--- config.mk ---
export PLATFORM = sky130hd
export DESIGN_NAME = lhm_mode_router
export DESIGN_NICKNAME = d
export VERILOG_FILES = /design/src/logic/lhm_pkg.sv /design/src/logic/lhm_sync.sv /design/src/logic/lhm_mode_router.sv
export SDC_FILE = /design/constraint.sdc
export NUM_CORES = 1
export LEC_CHECK = 0
export BUFFER_PORTS_ARGS = -buffer_cell sky130_fd_sc_hd__buf_2
export CELL_PAD_IN_SITES_DETAIL_PLACEMENT = 0
export CELL_PAD_IN_SITES_GLOBAL_PLACEMENT = 2
export CORE_MARGIN = 10
export CORE_UTILIZATION = 33
export CTS_BUF_LIST = sky130_fd_sc_hd__clkbuf_4
export DETAILED_ROUTE_END_ITERATION = 12
export PLACE_DENSITY = 0.85
export SLEW_MARGIN = 20
export SYNTH_ARGS = -nofsm -noshare
export SYNTH_HDL_FRONTEND = slang
export SYNTH_SLANG_ARGS = --single-unit
--- constraint.sdc ---
create_clock -name core_clk_in -period 1.6 [get_ports core_clk_in]
set_input_delay 0.16 -clock core_clk_in [delete_from_list [all_inputs] [get_ports core_clk_in]]
set_output_delay 0.16 -clock core_clk_in [all_outputs]
set_load 0.05 [all_outputs]
--- src/logic/lhm_pkg.sv ---
// Shared constants for the limp home mode and input routing block.
// Assumes a single 200 MHz core clock and an APB register port.

package lhm_pkg;

  // ****************************************************************
  // Geometry
  // ****************************************************************
  localparam int unsigned NUM_CH      = 8;
  localparam int unsigned NUM_PORT    = 4;
  localparam int unsigned LIMP_CH     = 4;
  localparam int unsigned SRC_FIELD_W = 3;
  localparam int unsigned SRC_W       = NUM_CH * SRC_FIELD_W;
  localparam int unsigned STS_W       = 2;
  localparam int unsigned PIN_W       = 2 + NUM_PORT;

  // ****************************************************************
  // Register offsets (byte addresses)
  // ****************************************************************
  localparam logic [7:0] ADDR_ONOFF  = 8'h00;
  localparam logic [7:0] ADDR_SRCSEL = 8'h04;
  localparam logic [7:0] ADDR_STATUS = 8'h08;
  localparam logic [7:0] ADDR_MASK   = 8'h0C;
  localparam logic [7:0] ADDR_MODE   = 8'h10;

  // ****************************************************************
  // Field positions
  // ****************************************************************
  localparam int unsigned SRC_MODE_BIT   = 2;
  localparam int unsigned SRC_PORT_LSB   = 0;
  localparam int unsigned STS_NOTICE_BIT = 0;
  localparam int unsigned STS_LIMP_BIT   = 1;
  localparam int unsigned MODE_STATE_LSB = 0;
  localparam int unsigned MODE_PORTS_LSB = 4;

  // ****************************************************************
  // Reset values
  // ****************************************************************
  localparam logic [NUM_CH-1:0] ONOFF_RST  = 8'h00;
  localparam logic [SRC_W-1:0]  SRCSEL_RST = 24'h000000;
  localparam logic [STS_W-1:0]  STATUS_RST = 2'h0;
  localparam logic [STS_W-1:0]  MASK_RST   = 2'h0;

  // ****************************************************************
  // Operating modes
  // ****************************************************************
  typedef enum logic [1:0] {
    LHM_NORMAL,
    LHM_STANDBY,
    LHM_LIMP
  } lhm_state_t;

endpackage : lhm_pkg

--- src/logic/lhm_sync.sv ---
// Two-flop synchroniser for a bundle of pin levels.
// Assumes each bit is an independent slow level; no bus coherence.
`timescale 1ns/10ps

module lhm_sync #(
  parameter int unsigned W = 1
) (
  input  wire logic         core_clk_in,
  input  wire logic         rst_n_in,
  input  wire logic [W-1:0] async_in,
  output logic      [W-1:0] sync_out
);

  // ****************************************************************
  // Stages
  // ****************************************************************
  logic [W-1:0] meta_ff;

  // First stage feeds only the second stage
  always_ff @(posedge core_clk_in or negedge rst_n_in) begin
    if (!rst_n_in) begin
      meta_ff  <= '0;
      sync_out <= '0;
    end else begin
      meta_ff  <= async_in;
      sync_out <= meta_ff;
    end
  end

endmodule : lhm_sync

--- src/logic/lhm_mode_router.sv ---
// Mode control and channel routing for an eight-channel low-side switch.
// Assumes APB master on core_clk_in; pins are asynchronous to it.
//
// Function
// - Power-on reset gives defaults, idle, outputs off
// - Standby pin low holds on/off and source select at defaults
// - Fail-safe high enters limp mode, clears on/off and source select
// - Limp mode routes ports one to four directly
// - Limp mode forces channels five to eight off
// - Serial traffic ignored while in limp mode; the code refuses writes with an error and still answers reads
// - Fail-safe beats standby when both requested
// - Fail-safe during standby wakes into limp mode
// - Fail-safe fall clears on/off and source select, standby or idle
// - Leaving limp mode sets the reset notice flag
// - Source select picks direct port per channel
// - Input mode: port level acts as on/off
// - Serial mode: on/off bit drives the channel
// - Open port reads low, channel goes off
//
// Implementation choices: the APB slave port and the placing of the registers.
`timescale 1ns/10ps

module lhm_mode_router (
  input  wire logic        core_clk_in,
  input  wire logic        rst_n_in,
  input  wire logic        psel_in,
  input  wire logic        penable_in,
  input  wire logic        pwrite_in,
  input  wire logic [7:0]  paddr_in,
  input  wire logic [31:0] pwdata_in,
  output logic      [31:0] prdata_out,
  output logic             pready_out,
  output logic             pslverr_out,
  input  wire logic        fail_safe_request_in,
  input  wire logic        standby_request_n_in,
  input  wire logic [3:0]  direct_control_port_in,
  output logic      [7:0]  power_channel_out,
  output logic             irq_out
);

  // ****************************************************************
  // Declarations
  // ****************************************************************
  logic [lhm_pkg::PIN_W-1:0]  pins_sync;
  logic                       fs_s;
  logic                       sb_n_s;
  logic [lhm_pkg::NUM_PORT-1:0] dcp_s;
  lhm_pkg::lhm_state_t        state_ff;
  lhm_pkg::lhm_state_t        nxt_state;
  logic                       regs_clear;
  logic                       wr_en;
  logic                       rd_setup;
  logic                       addr_ok;
  logic [lhm_pkg::NUM_CH-1:0] onoff_ff;
  logic [lhm_pkg::NUM_CH-1:0] nxt_onoff;
  logic [lhm_pkg::SRC_W-1:0]  srcsel_ff;
  logic [lhm_pkg::SRC_W-1:0]  nxt_srcsel;
  logic [lhm_pkg::STS_W-1:0]  status_ff;
  logic [lhm_pkg::STS_W-1:0]  nxt_status;
  logic [lhm_pkg::STS_W-1:0]  mask_ff;
  logic [lhm_pkg::STS_W-1:0]  nxt_mask;
  logic [31:0]                prdata_ff;
  logic [31:0]                nxt_prdata;
  logic [lhm_pkg::NUM_CH-1:0] out_ff;
  logic [lhm_pkg::NUM_CH-1:0] nxt_out;
  logic [lhm_pkg::NUM_CH-1:0] norm_drive;
  logic                       notice_ev;
  logic                       limp_ev;

  // ****************************************************************
  // Helpers
  // ****************************************************************
  function automatic logic ch_level(
    input logic                              req,
    input logic [lhm_pkg::SRC_FIELD_W-1:0]   src,
    input logic [lhm_pkg::NUM_PORT-1:0]      ports
  );
    logic [1:0] idx;
    idx = src[lhm_pkg::SRC_PORT_LSB +: 2];
    if (src[lhm_pkg::SRC_MODE_BIT]) begin
      return ports[idx];
    end
    return req;
  endfunction : ch_level

  function automatic logic is_wr(input logic [7:0] addr, input logic [7:0] want,
                                 input logic en);
    return en && (addr == want);
  endfunction : is_wr

  // ****************************************************************
  // Pin synchronisers
  // ****************************************************************
  // Open ports sink low off-chip; low maps to off with no inversion
  // Standby level crosses inverted, so flop reset reads as no request
  lhm_sync #(
    .W (lhm_pkg::PIN_W)
  ) u_pin_sync (
    .core_clk_in (core_clk_in),
    .rst_n_in    (rst_n_in),
    .async_in    ({fail_safe_request_in, ~standby_request_n_in, direct_control_port_in}),
    .sync_out    (pins_sync)
  );

  assign fs_s   = pins_sync[lhm_pkg::PIN_W-1];
  assign sb_n_s = ~pins_sync[lhm_pkg::PIN_W-2];
  assign dcp_s  = pins_sync[lhm_pkg::NUM_PORT-1:0];

  // ****************************************************************
  // Mode control
  // ****************************************************************
  always_comb begin
    nxt_state = lhm_pkg::LHM_NORMAL;
    if (fs_s) begin
      nxt_state = lhm_pkg::LHM_LIMP;
    end else if (!sb_n_s) begin
      nxt_state = lhm_pkg::LHM_STANDBY;
    end
    // Any stay outside normal, and the exit edge itself, clears config
    regs_clear = (state_ff != lhm_pkg::LHM_NORMAL) ||
                 (nxt_state != lhm_pkg::LHM_NORMAL);
    notice_ev  = (state_ff == lhm_pkg::LHM_LIMP) &&
                 (nxt_state != lhm_pkg::LHM_LIMP);
    limp_ev    = (state_ff != lhm_pkg::LHM_LIMP) &&
                 (nxt_state == lhm_pkg::LHM_LIMP);
  end

  always_ff @(posedge core_clk_in or negedge rst_n_in) begin
    if (!rst_n_in) begin
      state_ff <= lhm_pkg::LHM_NORMAL;
    end else begin
      state_ff <= nxt_state;
    end
  end

  // ****************************************************************
  // APB slave and registers
  // ****************************************************************
  assign pready_out = 1'b1;
  assign rd_setup   = psel_in && !penable_in;
  assign addr_ok    = (paddr_in == lhm_pkg::ADDR_ONOFF)  ||
                      (paddr_in == lhm_pkg::ADDR_SRCSEL) ||
                      (paddr_in == lhm_pkg::ADDR_STATUS) ||
                      (paddr_in == lhm_pkg::ADDR_MASK)   ||
                      (paddr_in == lhm_pkg::ADDR_MODE);
  // Writes only land in normal mode
  assign wr_en = psel_in && penable_in && pwrite_in &&
                 (state_ff == lhm_pkg::LHM_NORMAL);
  // Refused writes flag an error instead of vanishing silently
  assign pslverr_out = psel_in && penable_in &&
                       (!addr_ok || (pwrite_in && (state_ff != lhm_pkg::LHM_NORMAL)));

  always_comb begin
    nxt_onoff  = onoff_ff;
    nxt_srcsel = srcsel_ff;
    nxt_mask   = mask_ff;
    nxt_status = status_ff;
    if (regs_clear) begin
      nxt_onoff  = lhm_pkg::ONOFF_RST;
      nxt_srcsel = lhm_pkg::SRCSEL_RST;
    end else begin
      if (is_wr(paddr_in, lhm_pkg::ADDR_ONOFF, wr_en)) begin
        nxt_onoff = pwdata_in[lhm_pkg::NUM_CH-1:0];
      end
      if (is_wr(paddr_in, lhm_pkg::ADDR_SRCSEL, wr_en)) begin
        nxt_srcsel = pwdata_in[lhm_pkg::SRC_W-1:0];
      end
    end
    if (is_wr(paddr_in, lhm_pkg::ADDR_MASK, wr_en)) begin
      nxt_mask = pwdata_in[lhm_pkg::STS_W-1:0];
    end
    if (is_wr(paddr_in, lhm_pkg::ADDR_STATUS, wr_en)) begin
      nxt_status = status_ff & ~pwdata_in[lhm_pkg::STS_W-1:0];
    end
    // Set after clear so a coincident event survives
    if (notice_ev) begin
      nxt_status[lhm_pkg::STS_NOTICE_BIT] = 1'b1;
    end
    if (limp_ev) begin
      nxt_status[lhm_pkg::STS_LIMP_BIT] = 1'b1;
    end
  end

  always_comb begin
    nxt_prdata = prdata_ff;
    if (rd_setup) begin
      nxt_prdata = 32'h00000000;
      unique case (paddr_in)
        lhm_pkg::ADDR_ONOFF:  nxt_prdata[lhm_pkg::NUM_CH-1:0] = onoff_ff;
        lhm_pkg::ADDR_SRCSEL: nxt_prdata[lhm_pkg::SRC_W-1:0]  = srcsel_ff;
        lhm_pkg::ADDR_STATUS: nxt_prdata[lhm_pkg::STS_W-1:0]  = status_ff;
        lhm_pkg::ADDR_MASK:   nxt_prdata[lhm_pkg::STS_W-1:0]  = mask_ff;
        lhm_pkg::ADDR_MODE: begin
          nxt_prdata[lhm_pkg::MODE_STATE_LSB +: 2] = state_ff;
          nxt_prdata[lhm_pkg::MODE_PORTS_LSB +: lhm_pkg::NUM_PORT] = dcp_s;
        end
        default: nxt_prdata = 32'h00000000;
      endcase
    end
  end

  always_ff @(posedge core_clk_in or negedge rst_n_in) begin
    if (!rst_n_in) begin
      onoff_ff  <= lhm_pkg::ONOFF_RST;
      srcsel_ff <= lhm_pkg::SRCSEL_RST;
      status_ff <= lhm_pkg::STATUS_RST;
      mask_ff   <= lhm_pkg::MASK_RST;
      prdata_ff <= 32'h00000000;
    end else begin
      onoff_ff  <= nxt_onoff;
      srcsel_ff <= nxt_srcsel;
      status_ff <= nxt_status;
      mask_ff   <= nxt_mask;
      prdata_ff <= nxt_prdata;
    end
  end

  assign prdata_out = prdata_ff;
  assign irq_out    = |(status_ff & mask_ff);

  // ****************************************************************
  // Output routing
  // ****************************************************************
  always_comb begin
    for (int i = 0; i < lhm_pkg::NUM_CH; i++) begin
      norm_drive[i] = ch_level(onoff_ff[i],
                               srcsel_ff[i*lhm_pkg::SRC_FIELD_W +: lhm_pkg::SRC_FIELD_W],
                               dcp_s);
    end
    nxt_out = '0;
    unique case (state_ff)
      lhm_pkg::LHM_NORMAL:  nxt_out = norm_drive;
      lhm_pkg::LHM_STANDBY: nxt_out = '0;
      lhm_pkg::LHM_LIMP: begin
        nxt_out[lhm_pkg::LIMP_CH-1:0] = dcp_s;
        nxt_out[lhm_pkg::NUM_CH-1:lhm_pkg::LIMP_CH] = '0;
      end
    endcase
  end

  always_ff @(posedge core_clk_in or negedge rst_n_in) begin
    if (!rst_n_in) begin
      out_ff <= '0;
    end else begin
      out_ff <= nxt_out;
    end
  end

  assign power_channel_out = out_ff;
endmodule : lhm_mode_router

==> flow_summary.toml <==
[clocking]
insertion_delay_ns = 0.43
clk_pin_slew_ns = 0.13
cts-root-buf = "clkbuf_4"
cts_inserted_buffers = 9
clk_path_buf_depth = 2
htreeDepth = 3
cts_tree = "built"
clock_sinks = 82

[critical_path]
critPathMaxStageDelay_ns = 0.41
worst-setup-path-type = "flip-flop to output pin"
crit_required_ns = 1.44
path_cells = "inv_2, ha_4, o21ai_2, o311a_1, buf_6"
cpMaxStageDelayCell = "dfrtp_1"
reg2reg_from = "state_ff[1]$_DFF_PN0_"
arrival_ns = 1.55
startpoint = "state_ff[1]$_DFF_PN0_"
cp_max_fo = 3
cp-end-kind = "output pin"
critPathLaunchType = "flip-flop"

[timing]
relSlewSlack = 0.669
fmax_mhz = 586
rsz0062_at_grt = "yes"
setup_violations = 33
finalWorstPathRequiredPeriod_ns = 1.71
slew_viol_final = 0
worstMarginPinSlew_ns = 0.490
hold_violations = 0
finalSetupTns_ns = -1.47
fin_skew_ns = 0.0147
finalWorstSetupSlack_ns = -0.106
fin_crit_sh = 1.07

[logic_synthesis]
synth_cells = 276
synth_area_per_cell_um2 = 13.2
synth_seq_cells = 82
synth-xor-area-share = 0
synth_edf_count = 0
synth_top_family_by_area = "compound AO/OA/AOI/OAI gates"
synth.distinct_cells = 43
synth_seq_area_share = 0.563
syn_area_mm2 = 0.00365
synthArstFlopShare = 1.00
synth-simple-area-share = 0.101
yosys_warnings = 0
synth_compound_area_frac = 0.168
muxShareOfSynthArea = 0.0899
synthAdderAreaFrac = 0.00686
synth-main-ff-cell = "dfrtp_1"

[cells_and_area]
regArea_mm2 = 0.00205
multi_input_area_mm2 = 0.00145
final_cell_mix = "dfrtp_1 (82), buf_2 (74), a22o_1 (41)"
final_common_cell = "dfrtp_1"
layout.cells.non_filler = 549
fill_cells = 1021
utilization = 0.448
drive_above_1_share = 0.368
areaGrowthSynthToFinish_pct = 33.2
final_net_count = 456

[route]
antenna_left = 0
route.detailed.drc = 0
routed_wirelength_um = 10200
vias_per_cell = 5.13
routedWlPerCell_um = 18.6
vias = 2814
firstDrtPassIters = 4
first_iter_violations = 141

[global_route]
grt_max_degree = 38
grt_usage = 0.131
grt_pass1_wl_um = 16400
overflow = 0
antenna_found_initial = 1
grt_pass1_vias = 3105

[floorplanning]
die_area_mm2 = 0.0157
die_height_um = 125
row_count = 38
core_region_area_mm2 = 0.0108
initial_core_util = 0.336
dieWidth_um = 125
ios = 94

[min_path]
hp-start = "paddr_in[5]"
hp-class = "primary input to flip-flop"

[power]
fin_total_pwr_mw = 3.82
power.leakage_nw = 2.32
max-vdd-ir-drop_v = 0.000372
powerDensity_mw_per_mm2 = 786

[placement]
io_buffers = 76
numPlacedInstances = 499
gp_congestion = 0.804
dpl.hpwl_um = 7330
dp_slack_ns = -0.104

[run]
cap_violations = 0

[outcome]
violations = "setup timing"
outcome = "finished, violations left"
## cells in the mapped netlist (2+ instances only)
library cell / number / area share
nor4b_1: 5 / 0.012
mux2_2: 6 / 0.019
nand4b_1: 2 / 0.0048
dfrtp_1: 82 / 0.56
ha_1: 2 / 0.0069
o22ai_1: 8 / 0.014
conb_1: 2 / 0.0021
nor4b_2: 2 / 0.0082
nor2_1: 6 / 0.0062
inv_1: 21 / 0.022
a211o_1: 4 / 0.0096
clkbuf_1: 3 / 0.0031
nand3_1: 5 / 0.0069
mux2i_1: 8 / 0.022
and4_1: 3 / 0.0072
buf_4: 9 / 0.019
nor4_1: 2 / 0.0034
buf_6: 6 / 0.019
o211ai_1: 2 / 0.0041
buf_2: 5 / 0.0069
nor2b_1: 5 / 0.0086
nand4_1: 3 / 0.0051
a22oi_1: 2 / 0.0041
mux4_2: 8 / 0.049
a221o_1: 3 / 0.0082
and2_1: 7 / 0.012
o311ai_0: 4 / 0.0096
nand3b_1: 4 / 0.0082
a22o_1: 41 / 0.098
o21ai_0: 2 / 0.0027
nand2_1: 2 / 0.0021
## report_power, final
| group | leakage, nW | switching [mW] | internal [mW] | total, mW |
|---|---|---|---|---|
| logic | 1.15 | 0.260 | 0.198 | 0.459 |
| registers | 1.10 | 0.0249 | 2.10 | 2.12 |
| clock network | 0.0740 | 0.748 | 0.489 | 1.24 |
| total | 2.32 | 1.03 | 2.78 | 3.82 |
## layer usage
layer,global-route usage,vias to the layer above,share of wire
li1,-,1287,-
met1,0.163,1426,0.44
met2,0.206,95,0.48
met3,0.0473,6,0.069
met4,0.0454,0,0.011
met5,0,-,0
## worst max-delay path: cells and delay by family (launching register included)
kind                     cells  cell delay, ns
flip-flops                   1            0.41
AO/OA/AOI/OAI                2            0.35
buffers and inverters        2            0.23
adder cells (fa/ha/maj)      1            0.14
## cell families (layout without fill, tap and decap cells)
| family | count (synthesis) | after routing |
|---|---|---|
| buffers and inverters | 45 | 170 |
| adder cells (fa/ha/maj) | 2 | 2 |
| other | 2 | 10 |
| flip-flops | 82 | 82 |
| multiplexers | 22 | 22 |
| AND/OR/NAND/NOR | 52 | 52 |
| AO/OA/AOI/OAI | 71 | 71 |
## per-stage QoR
step | hold WS, ns | cell area (um2)
after floorplan | -0.136 | 3670
after global placement | 0.147 | 4300
after detailed placement | 0.159 | 4300
after CTS | 0.130 | 4840
after global routing | 0.144 | 4860
final | 0.175 | 4860
## final timing paths
path	endpoint	slack (ns)	cells after the start
max	pslverr_out	-0.11	5
min	prdata_out[1]$_DFFE_PN0P_	0.17	4
max reg2reg	srcsel_ff[19]$_DFFE_PN0P_	-0.07	6
min reg2reg	u_pin_sync.sync_out[4]$_DFF_PN0_	0.36	0
max in group asynchronous	srcsel_ff[19]$_DFFE_PN0P_	0.84	3
min in group asynchronous	u_pin_sync.meta_ff[5]$_DFF_PN0_	0.22	2
## what timing repair did
item / CTS / global route
setup endpoints to repair: 33 / 36
buffers inserted: 1 / 1
resized for setup: 18 / 1
hold endpoints to repair: 72 / 0
hold buffers: 31 / 0
pin swaps: 3 / 3
## final cells by class
class                   count  share of cell area
diodes                      1            0.000515
clock buffers               9              0.0139
clock inverters             7              0.0162
inverters                  21              0.0162
multi-input cells         156               0.298
flip-flops and latches     82               0.422
well taps                 140              0.0361
repair buffers            133               0.197
## flip-flops by register name (all words and copies together) (netlist names)
| signal | flops |
|---|---|
| mask_ff | 2 |
| prdata_out | 24 |
| power_channel_out | 8 |
| status_ff | 2 |
| srcsel_ff | 24 |
| state_ff | 2 |
| u_pin_sync.meta_ff | 6 |
| onoff_ff | 8 |
| u_pin_sync.sync_out | 6 |
No activity file was read; power rests on OpenSTA's default activity.
